<file path="config.mk">
export PLATFORM = sky130hd
export DESIGN_NAME = dsl_ctrl
export DESIGN_NICKNAME = d
export VERILOG_FILES = /design/src/verilog/dsl_pkg.sv /design/src/verilog/dsl_ctrl.sv /design/src/verilog/dsl_sync.sv
export SDC_FILE = /design/constraint.sdc
export NUM_CORES = 1
export LEC_CHECK = 0
export BUFFER_PORTS_ARGS = -buffer_cell sky130_fd_sc_hd__buf_2
export CORE_MARGIN = 2
export CORE_UTILIZATION = 66
export CTS_CLUSTER_DIAMETER = 60
export CTS_CLUSTER_SIZE = 10
export DETAILED_ROUTE_END_ITERATION = 12
export PLACE_DENSITY = 0.9
export SLEW_MARGIN = 20
export SYNTH_ARGS = -nofsm -noshare
export SYNTH_HDL_FRONTEND = slang
export SYNTH_SLANG_ARGS = --single-unit
</file>
<file path="constraint.sdc">
create_clock -name clk_sys -period 5 [get_ports clk_sys]
set_input_delay 1 -clock clk_sys [delete_from_list [all_inputs] [get_ports clk_sys]]
set_output_delay 1 -clock clk_sys [all_outputs]
set_load 0.02 [all_outputs]
</file>
<file path="src/verilog/dsl_pkg.sv">
// constants shared by the serial load control block
package dsl_pkg;
    // word format: read flag, address, data, sent msb first
    localparam int DSL_WORD_W = 24;
    localparam int DSL_DATA_W = 20;
    localparam int DSL_ADDR_W = 3;
    localparam int DSL_RW_POS = 23;
    localparam int DSL_ADDR_HI = 22;
    localparam int DSL_ADDR_LO = 20;
    localparam int DSL_CNT_W = 5;
    localparam logic [DSL_CNT_W-1:0] DSL_BITS_PER_WORD = 5'h18;

    // internal register addresses
    localparam logic [DSL_ADDR_W-1:0] DSL_ADDR_CODE = 3'h1;
    localparam logic [DSL_ADDR_W-1:0] DSL_ADDR_CTRL = 3'h2;
    localparam logic [DSL_ADDR_W-1:0] DSL_ADDR_CLEAR = 3'h3;

    // control register fields
    localparam int DSL_CTRL_TWOS_POS = 1;

    // power-on values
    localparam logic [DSL_DATA_W-1:0] DSL_CODE_RST = 20'h00000;
    localparam logic [DSL_DATA_W-1:0] DSL_CTRL_RST = 20'h00000;
    localparam logic [DSL_DATA_W-1:0] DSL_CLEAR_RST = 20'h00000;
    localparam logic [DSL_WORD_W-1:0] DSL_WORD_RST = 24'h000000;

    // host-side serial clock limits and synchroniser depth, kept for reference; neither the bench nor the logic reads them
    localparam int DSL_SCLK_WRITE_MAX_MHZ = 35;
    localparam int DSL_SCLK_READ_MAX_MHZ = 16;
    localparam int DSL_SYNC_STAGES = 2;
endpackage : dsl_pkg

</file>
<file path="src/verilog/dsl_ctrl.sv">
// serial word receiver and output update control
`timescale 1ns/1ps
module dsl_ctrl
    import dsl_pkg::*;
(
    // clock and reset
    input wire logic clk_sys,
    input wire logic reset_n,
    // serial link pins
    input wire logic frame_select_n,
    input wire logic serial_clk,
    input wire logic serial_data_in,
    output logic serial_data_out,
    output logic serial_data_out_oe,
    // control pins
    input wire logic output_load_strobe_n,
    input wire logic clear_to_preset_n,
    input wire logic pin_reset_n,
    // converter side
    output logic [dsl_pkg::DSL_DATA_W-1:0] dac_level,
    output logic dac_update
);
    import dsl_pkg::*;

    logic [5:0] pins_s;
    logic fs_n_s, sck_s, sdi_s, load_n_s, clr_n_s, prst_n_s;

    // host clock is slow against clk_sys (80 ns vs 10 ns), so it is sampled
    dsl_sync #(.WIDTH(6), .RST_VAL(6'h3f)) u_sync (
        .clk_sys(clk_sys),
        .reset_n(reset_n),
        .async_in({frame_select_n, serial_clk, serial_data_in,
                   output_load_strobe_n, clear_to_preset_n, pin_reset_n}),
        .sync_out(pins_s)
    );
    assign {fs_n_s, sck_s, sdi_s, load_n_s, clr_n_s, prst_n_s} = pins_s;

    logic fs_n_d_r, fs_n_d_nxt, sck_d_r, sck_d_nxt, load_n_d_r, load_n_d_nxt;
    logic [DSL_WORD_W-1:0] shift_r, shift_nxt, rb_shift_r, rb_shift_nxt;
    logic [DSL_WORD_W-1:0] rb_word_r, rb_word_nxt;
    logic [DSL_CNT_W-1:0] cnt_r, cnt_nxt;
    logic [DSL_DATA_W-1:0] in_reg_r, in_reg_nxt, code_r, code_nxt;
    logic [DSL_DATA_W-1:0] ctrl_r, ctrl_nxt, clr_val_r, clr_val_nxt;
    logic [DSL_DATA_W-1:0] level_r, level_nxt;
    logic sdo_r, sdo_nxt, upd_r, upd_nxt;
    logic sck_fall, sck_rise, fs_fall, fs_rise, load_fall, in_frame;
    logic word_ok, is_read;
    logic [DSL_ADDR_W-1:0] word_addr;
    logic [DSL_DATA_W-1:0] word_data, rb_data;

    function automatic logic [DSL_DATA_W-1:0] dsl_code_map(
        input logic [DSL_DATA_W-1:0] code,
        input logic twos
    );
        // twos complement maps onto offset binary by flipping the sign bit
        dsl_code_map = twos ? {~code[DSL_DATA_W-1], code[DSL_DATA_W-2:0]}
                            : code;
    endfunction : dsl_code_map

    assign in_frame = !fs_n_s;
    assign sck_fall = sck_d_r && !sck_s;
    assign sck_rise = !sck_d_r && sck_s;
    assign fs_fall = fs_n_d_r && !fs_n_s;
    assign fs_rise = !fs_n_d_r && fs_n_s;
    assign load_fall = load_n_d_r && !load_n_s;
    assign word_ok = (cnt_r == DSL_BITS_PER_WORD);
    assign is_read = shift_r[DSL_RW_POS];
    assign word_addr = shift_r[DSL_ADDR_HI:DSL_ADDR_LO];
    assign word_data = shift_r[DSL_DATA_W-1:0];

    always_comb begin
        unique case (word_addr)
            DSL_ADDR_CODE: rb_data = code_r;
            DSL_ADDR_CTRL: rb_data = ctrl_r;
            DSL_ADDR_CLEAR: rb_data = clr_val_r;
            default: rb_data = '0;
        endcase
    end

    always_comb begin
        fs_n_d_nxt = fs_n_s;
        sck_d_nxt = sck_s;
        load_n_d_nxt = load_n_s;
        shift_nxt = shift_r;
        cnt_nxt = cnt_r;
        rb_word_nxt = rb_word_r;
        rb_shift_nxt = rb_shift_r;
        sdo_nxt = sdo_r;
        in_reg_nxt = in_reg_r;
        code_nxt = code_r;
        ctrl_nxt = ctrl_r;
        clr_val_nxt = clr_val_r;
        upd_nxt = 1'b0;
        if (fs_fall) begin
            cnt_nxt = '0;
            rb_shift_nxt = rb_word_r;
            sdo_nxt = 1'b0;
        end else if (in_frame && sck_fall) begin
            // bits past 24 push the oldest bits out; the word is then refused
            shift_nxt = {shift_r[DSL_WORD_W-2:0], sdi_s};
            if (cnt_r != 5'h1f) begin
                cnt_nxt = cnt_r + 5'h01;
            end
        end else if (in_frame && sck_rise) begin
            sdo_nxt = rb_shift_r[DSL_WORD_W-1];
            rb_shift_nxt = {rb_shift_r[DSL_WORD_W-2:0], 1'b0};
        end
        if (fs_rise && word_ok) begin
            if (is_read) begin
                rb_word_nxt = {1'b1, word_addr, rb_data};
            end else begin
                unique case (word_addr)
                    DSL_ADDR_CODE: begin
                        in_reg_nxt = word_data;
                        if (!load_n_s) begin
                            code_nxt = word_data;
                            upd_nxt = 1'b1;
                        end
                    end
                    DSL_ADDR_CTRL: ctrl_nxt = word_data;
                    DSL_ADDR_CLEAR: clr_val_nxt = word_data;
                    default: ;
                endcase
            end
        end
        if (load_fall) begin
            code_nxt = in_reg_r;
            upd_nxt = 1'b1;
        end
        if (!clr_n_s) begin
            code_nxt = clr_val_r;
            upd_nxt = 1'b1;
        end
        if (!prst_n_s) begin
            // pin reset is a synchronous return to power-on state
            shift_nxt = DSL_WORD_RST;
            cnt_nxt = '0;
            rb_word_nxt = DSL_WORD_RST;
            rb_shift_nxt = DSL_WORD_RST;
            sdo_nxt = 1'b0;
            in_reg_nxt = DSL_CODE_RST;
            code_nxt = DSL_CODE_RST;
            ctrl_nxt = DSL_CTRL_RST;
            clr_val_nxt = DSL_CLEAR_RST;
            upd_nxt = 1'b0;
        end
        level_nxt = dsl_code_map(code_nxt, ctrl_nxt[DSL_CTRL_TWOS_POS]);
    end

    always_ff @(posedge clk_sys or negedge reset_n) begin
        if (!reset_n) begin
            fs_n_d_r <= 1'b1;
            sck_d_r <= 1'b1;
            load_n_d_r <= 1'b1;
            shift_r <= DSL_WORD_RST;
            cnt_r <= '0;
            rb_word_r <= DSL_WORD_RST;
            rb_shift_r <= DSL_WORD_RST;
            sdo_r <= 1'b0;
            in_reg_r <= DSL_CODE_RST;
            code_r <= DSL_CODE_RST;
            ctrl_r <= DSL_CTRL_RST;
            clr_val_r <= DSL_CLEAR_RST;
            level_r <= DSL_CODE_RST;
            upd_r <= 1'b0;
        end else begin
            fs_n_d_r <= fs_n_d_nxt;
            sck_d_r <= sck_d_nxt;
            load_n_d_r <= load_n_d_nxt;
            shift_r <= shift_nxt;
            cnt_r <= cnt_nxt;
            rb_word_r <= rb_word_nxt;
            rb_shift_r <= rb_shift_nxt;
            sdo_r <= sdo_nxt;
            in_reg_r <= in_reg_nxt;
            code_r <= code_nxt;
            ctrl_r <= ctrl_nxt;
            clr_val_r <= clr_val_nxt;
            level_r <= level_nxt;
            upd_r <= upd_nxt;
        end
    end

    assign serial_data_out = sdo_r;
    assign serial_data_out_oe = in_frame;
    assign dac_level = level_r;
    assign dac_update = upd_r;
endmodule : dsl_ctrl

</file>
<file path="src/verilog/dsl_sync.sv">
// two-stage synchroniser for pin inputs
`timescale 1ns/1ps
module dsl_sync #(
    parameter int WIDTH = 1,
    parameter logic [WIDTH-1:0] RST_VAL = '0
) (
    // clock and reset
    input wire logic clk_sys,
    input wire logic reset_n,
    // pins and synchronised levels
    input wire logic [WIDTH-1:0] async_in,
    output logic [WIDTH-1:0] sync_out
);
    logic [WIDTH-1:0] meta_r;
    logic [WIDTH-1:0] meta_nxt;
    logic [WIDTH-1:0] sync_r;
    logic [WIDTH-1:0] sync_nxt;

    always_comb begin
        meta_nxt = async_in;
        sync_nxt = meta_r;
    end

    // meta_r feeds only sync_r
    always_ff @(posedge clk_sys or negedge reset_n) begin
        if (!reset_n) begin
            meta_r <= RST_VAL;
            sync_r <= RST_VAL;
        end else begin
            meta_r <= meta_nxt;
            sync_r <= sync_nxt;
        end
    end

    assign sync_out = sync_r;
endmodule : dsl_sync
</file>
==> results of run 1 <==
==> flip-flops by register name, summed over array words and instances, names as in the netlist, 20 cells and up <==
signal	cells
clr_val_r	20
ctrl_r	20
dac_level	20
in_reg_r	20
rb_shift_r	24
rb_word_r	24
shift_r	24
==> cell usage after synthesis, types with 3 or more instances <==
library cell / n
inv_1: 5
a21oi_1: 87
mux2i_1: 47
ha_1: 3
nor2_1: 81
mux2_2: 20
buf_2: 12
o21ai_0: 51
buf_4: 23
o21ai_1: 10
dfstp_2: 15
clkbuf_1: 32
a22o_1: 40
dfrtp_1: 160
nand2_1: 172
==> where the power goes <==
group	total (mW)	internal [mW]	switching [mW]
registers	1.48	1.45	0.0282
logic	0.140	0.0331	0.107
clock network	1.38	0.853	0.529
total	3.00	2.34	0.663
==> final timing paths <==
kind                             startpoint                  to  cells after the start
min in group asynchronous           reset_n            cnt_r[2]                      1
setup / recovery                shift_r[21]        dac_level[8]                      5
hold reg to reg            u_sync.meta_r[0]  u_sync.sync_out[0]                      0
max in group asynchronous           reset_n  u_sync.sync_out[3]                      2
setup reg to reg                shift_r[21]        dac_level[8]                      5
hold / removal             u_sync.meta_r[0]  u_sync.sync_out[0]                      0
==> kinds of logic after synthesis <==
| kind of cell | Yosys count | synth area share |
|---|---|---|
| DFF | 175 | 0.556 |
| adders and majority gates | 3 | 0.00475 |
| buffers and inverters | 79 | 0.0538 |
| xor gates and xnor gates | 3 | 0.00332 |
| and+or+nand+nor | 275 | 0.148 |
| AOI/OAI and AO/OA | 196 | 0.146 |
| muxes | 67 | 0.0879 |
==> cell type report <==
cell class              instances  area, sq um
clock buffers                  28          517
inverters                       5         18.8
clock inverters                 4         97.6
multi-input cells             544         3090
repair buffers                 42          250
flip-flops and latches        175         4400
well taps                     143          179
fillers                       701         3010
==> routing by layer <==
metal  wire length, um  up-vias  global-route usage
met3              1480       75              0.0877
met4               714        0               0.136
li1                  -     2673                   -
met1              7580     2983               0.417
met5                 0        -                   0
met2              9220      359               0.485
==> critical path, delay by kind of cell (launching register included) <==
kind / cells / cell delay, ns
AND/OR/NAND/NOR: 2 / 0.52
flip-flops: 1 / 0.74
AO/OA/AOI/OAI: 3 / 1.18
==> placed cells by master, fill, tap and decap left out, types with 3 or more instances in the layout <==
cell type,n
nand2_1,172
dfrtp_1,160
a21oi_1,87
nor2_1,80
o21ai_0,51
mux2i_1,47
a22o_1,40
buf_2,29
mux2_2,20
clkbuf_16,17
dfstp_2,15
buf_4,11
o21ai_1,10
clkbuf_1,6
clkbuf_8,5
inv_1,4
ha_1,3
bufinv_16,3
==> metrics.md, run 1 <==
| Metric | Value |
|---|---|
| Status | `complete, no violations` |
| Setup_tns | `0 ns` |
| DP Worst Slack | `between 2 and 2.5 ns` |
| GRT Overall Usage | `0.312` |
| Final Slew Violations | `0` |
| Clock Skew | `0.0108 ns` |
| Height of the die | `approximately 110 um` |
| Largest net degree at the start of global routing | `114` |
| Peak supply drop | `0.294 mV` |
| Post-synth EDFFs | `0` |
| Cells after Synth | `798` |
| Post-CTS sizing | `0` |
| Fin Hold WS | `0.355 ns` |
| Clk sink count | `roughly 180` |
| Port-buffer cells | `30` |
| Crit Path Max Fanout | `31` |
| Most used DFF post-synth | `dfrtp_1` |
| Register area share after synthesis | `0.556` |
| Final instance area | `8550 sq um` |
| Share of post-route cells with drive strength above 1 | `0.147` |
| Clock-pin slew on the worst setup and hold paths | `~0.060 ns` |
| Post-DP HPWL | `11400 um` |
| Post-synth cell types | `43` |
| Fmax | `between 0.3 and 0.4 GHz` |
| Synth top area share | `0.506` |
| CP max stage cell | `dfrtp_1` |
| Iter 0 DRT Violations | `between 1000 and 1500` |
| CP endpoint kind | `flip-flop` |
| Via count | `6090` |
| Area growth, synth to finish | `8.11%` |
| Post-CTS setup buffer count | `0` |
| Top post-synthesis cells by area | `dfrtp_1 (51%), nand2_1 (8.2%), mux2i_1 (5.9%)` |
| Setup slack, reg-to-reg | `2.45 ns` |
| Initial antenna violation count | `0` |
| Num ports | `31` |
| WL/cell | `20.2 um` |
| Headroom to the max-slew limit | `0.333` |
| CTS tree | `built` |
| MaxCap Viol Count | `0` |
| Post-CTS Hold Buffers | `0` |
| Final net count | `796` |
| Unrepaired setup endpoints after global routing | `false` |
| DR vias/cell | `6.47` |
| Placed inst area | `~7900 sq um` |
| Crit path cell chain | `nor2_1 -> and4_2 -> o21a_1 -> o21ai_0 -> o21ai_0` |
| Num CTS Buffers | `17` |
| Async SR Flop Fraction | `1.00` |
| Overflow after GRT | `0` |
| CORE AREA | `11600 sq um` |
| Mapped Area | `roughly 7900 sq um` |
| Fin cells | `about 940` |
| Cell accounting for the most synthesized area | `dfrtp_1` |
| Seq cells post-synth | `175` |
| Syn Nets | `roughly 810` |
| Post-route DRC | `0` |
| Measured slew at the worst slew-check pin | `1.00 ns` |
| Global placer's final weighted congestion | `just under 0.9` |
| Die area | `12900 sq um` |
| Final core occ | `0.739` |
| Total wire length | `19000 um` |
| DIE WIDTH | `113 um` |
| Worst setup SP type | `flip-flop` |
| Tightest Hold Check Type | `flip-flop to flip-flop` |
| Antenna viol nets, final | `0` |
| P_leak | `4.12 nW` |
| Clk root buf | `clkbuf_16` |
| Worst path required time | `5.34 ns` |
| Number of global-route vias before repair | `approximately 6000` |
| Diode count | `0` |
| Final setup margin | `approximately 2.4 ns` |
| Mean post-synth cell area | `9.91 sq um` |
| Row count | `39` |
| PD cells | `351 nW/um^2` |
| # setup viols final | `0` |
| Synthesis warning total | `0` |
| CP most frequent cell | `o21ai_0` |
| First-pass GRT wire length | `31000 um` |
| Clock H-tree levels | `4` |
| Initial Util | `0.684` |
| Post-layout min period | `2.55 ns` |
| CTS Buffer Depth | `2` |
| Slowest stage delay, CP | `about 0.74 ns` |
| Final hold viol count | `0` |
| Cell Count Post-Placement | `908` |
| Tot Pwr | `around 3.0 mW` |
| Worst skew pair latency | `approximately 0.44 ns` |
| Crit share post-route | `0.511` |
| WS Path Type | `flip-flop to flip-flop` |
| TritonRoute pass-1 iters | `7` |
| Critical Path AT | `2.89 ns` |
No activity file was read; power rests on OpenSTA's default activity.
==> run 2: changes to the inputs <==
--- a/config.mk
+++ b/config.mk
@@ -7,11 +7,11 @@
 export LEC_CHECK = 0
 export BUFFER_PORTS_ARGS = -buffer_cell sky130_fd_sc_hd__buf_2
 export CORE_MARGIN = 2
-export CORE_UTILIZATION = 66
+export CORE_UTILIZATION = 56
 export CTS_CLUSTER_DIAMETER = 60
 export CTS_CLUSTER_SIZE = 10
 export DETAILED_ROUTE_END_ITERATION = 12
-export PLACE_DENSITY = 0.9
+export PLACE_DENSITY = 0.82
 export SLEW_MARGIN = 20
 export SYNTH_ARGS = -nofsm -noshare
 export SYNTH_HDL_FRONTEND = slang
==> constraint.sdc (replaced) <==
create_clock -name clk_sys -period 2.2 [get_ports clk_sys]
set_input_delay 0.44 -clock clk_sys [delete_from_list [all_inputs] [get_ports clk_sys]]
set_output_delay 0.44 -clock clk_sys [all_outputs]
set_load 0.02 [all_outputs]
==> run 2 against run 1 <==
First-iteration DRC count decreased by 45%. Setup slack got worse by 2.3 ns. Sequential share of layout area is 1.5 points lower. Die area grew 17%. Critical endpoint is now dac_level[19].
==> metrics.md, run 2 (synthesis results as in run 1) <==
| Metric | Value |
|---|---|
| Clock H-tree levels | `4 (unchanged)` |
| DIE WIDTH | `123 um (+8.3%)` |
| Share of post-route cells with drive strength above 1 | `0.171 (+0.0241)` |
| CTS tree | `built` |
| Top flop regs | `rb_shift_r x24, rb_word_r x24, shift_r x24` |
| Final Slew Violations | `0 (unchanged)` |
| CP endpoint kind | `flip-flop` |
| Post-CTS sizing | `0 (unchanged)` |
| Overflow after GRT | `0 (unchanged)` |
| Fin Hold WS | `0.101 ns (-0.254 ns)` |
| Number of global-route vias before repair | `5665 (-5.8%)` |
| GRT Overall Usage | `0.244 (-0.0676)` |
| WL/cell | `17.0 um (-16%)` |
| Initial antenna violation count | `0 (unchanged)` |
| Headroom to the max-slew limit | `0.620 (+0.287)` |
| Tightest Hold Check Type | `input pin to flip-flop` |
| Via count | `5779 (-5.1%)` |
| Diode count | `0 (unchanged)` |
| Initial Util | `0.572 (-0.112)` |
| Cell Count Post-Placement | `967 (+6.5%)` |
| Unrepaired setup endpoints after global routing | `false` |
| WS Path Type | `flip-flop to flip-flop` |
| Worst setup SP type | `flip-flop` |
| Tot Pwr | `6.88 mW (+130%)` |
| Iter 0 DRT Violations | `576 (-45%)` |
| Fin cells | `1000 (+6.3%)` |
| Global placer's final weighted congestion | `0.828 (-5.9%)` |
| Most common cell after layout, fill and taps aside | `nand2_1` |
| Post-route DRC | `0 (unchanged)` |
| # setup viols final | `0 (unchanged)` |
| Final hold viol count | `0 (unchanged)` |
| Clk root buf | `clkbuf_16` |
| Antenna viol nets, final | `0 (unchanged)` |
| DP Worst Slack | `0.140 ns (-2.34 ns)` |
| Final setup margin | `0.128 ns (-2.32 ns)` |
| Num CTS Buffers | `17 (unchanged)` |
| Post-layout min period | `2.07 ns (-0.481 ns)` |
| Measured slew at the worst slew-check pin | `0.570 ns (-0.431 ns)` |
| PD cells | `781 nW/um^2 (+120%)` |
| Final instance area | `8810 sq um (+3.1%)` |
| Row count | `43 (+10%)` |
| Commonest non-fill, non-tap cells in the layout | `nand2_1 (172), dfrtp_1 (160), a21oi_1 (87)` |
| Clk sink count | `175 (unchanged)` |
| Post-DP HPWL | `11300 um (-1.3%)` |
| Critical Path AT | `2.38 ns (-0.51 ns)` |
| Height of the die | `123 um (+8.3%)` |
| Crit Path Max Fanout | `5 (-84%)` |
| Placed inst area | `8170 sq um (+3.1%)` |
| Area growth, synth to finish | `11.4%` |
| Peak supply drop | `0.530 mV (+80%)` |
| Crit share post-route | `0.942 (+0.431)` |
| Clock-pin slew on the worst setup and hold paths | `0.06 ns (about the same)` |
| Port-buffer cells | `30 (unchanged)` |
| Worst skew pair latency | `0.43 ns (about the same)` |
| Final net count | `818 (+2.8%)` |
| Total wire length | `17000 um (-10%)` |
| CORE AREA | `13800 sq um (+20%)` |
| TritonRoute pass-1 iters | `6 (-1)` |
| P_leak | `4.25 nW (+3.2%)` |
| Final core occ | `0.637 (-0.102)` |
| Fmax | `0.483 GHz (+23%)` |
| Clock Skew | `0.00686 ns (-0.00395 ns)` |
| DR vias/cell | `5.78 (-11%)` |
| First-pass GRT wire length | `28500 um (-8.0%)` |
| Status | `complete, no violations` |
| Setup_tns | `0 ns (unchanged)` |
| Largest net degree at the start of global routing | `59 (-48%)` |
| Num ports | `31 (unchanged)` |
| CTS Buffer Depth | `2 (unchanged)` |
| Worst path required time | `2.51 ns (-2.83 ns)` |
| MaxCap Viol Count | `0 (unchanged)` |
| Die area | `15100 sq um (+17%)` |
[run 2: area by class of cell]
type / count / area, sq um
fill: 1020 / 5010
sequential: 175 / 4400
multi-input combinational: 544 / 3090
clock buffer: 22 / 474
timing repair buffer: 64 / 452
tap: 180 / 225
clock inverter: 10 / 159
inverter: 5 / 18.8
[run 2: worst max-delay path, stage by stage, from the launching register on]
cell and delay (ns):
dfrtp_1 0.43, inv_1 0.09, ha_1 0.15, and4b_4 0.28
and4_2 0.30, mux2i_1 0.32, nor2_1 0.10, o32a_1 0.29
[run 2: repair_timing]
item                                   4_1_cts  5_1_grt
endpoints found under the hold margin       23        0
setup buffers                                0        0
hold buffers                                 1        0
setup endpoints to repair                    0        0
[run 2: worst paths after layout]
check | endpoint | from | depth (start not counted) | slack (ns)
setup / recovery | dac_level[19] | cnt_r[0] | 7 | 0.13
hold / removal | u_sync.meta_r[0] | pin_reset_n | 1 | 0.10
setup reg to reg | dac_level[19] | cnt_r[0] | 7 | 0.13
hold reg to reg | u_sync.sync_out[2] | u_sync.meta_r[2] | 0 | 0.35
max in group asynchronous | fs_n_d_r | reset_n | 3 | 0.96
min in group asynchronous | in_reg_r[4] | reset_n | 2 | 0.55
[run 2: report_power, final]
part	internal (mW)	total, mW	switching [mW]
sequential	3.30	3.35	0.0518
combinational	0.0946	0.337	0.242
clock	1.99	3.20	1.21
[run 2: layer usage]
layer | up-vias | part of all wire | track usage
met5 | - | 0 | 0
met4 | 0 | 0.019 | 0.0977
met3 | 29 | 0.053 | 0.0595
met2 | 166 | 0.48 | 0.374
met1 | 2859 | 0.44 | 0.337
li1 | 2725 | - | -
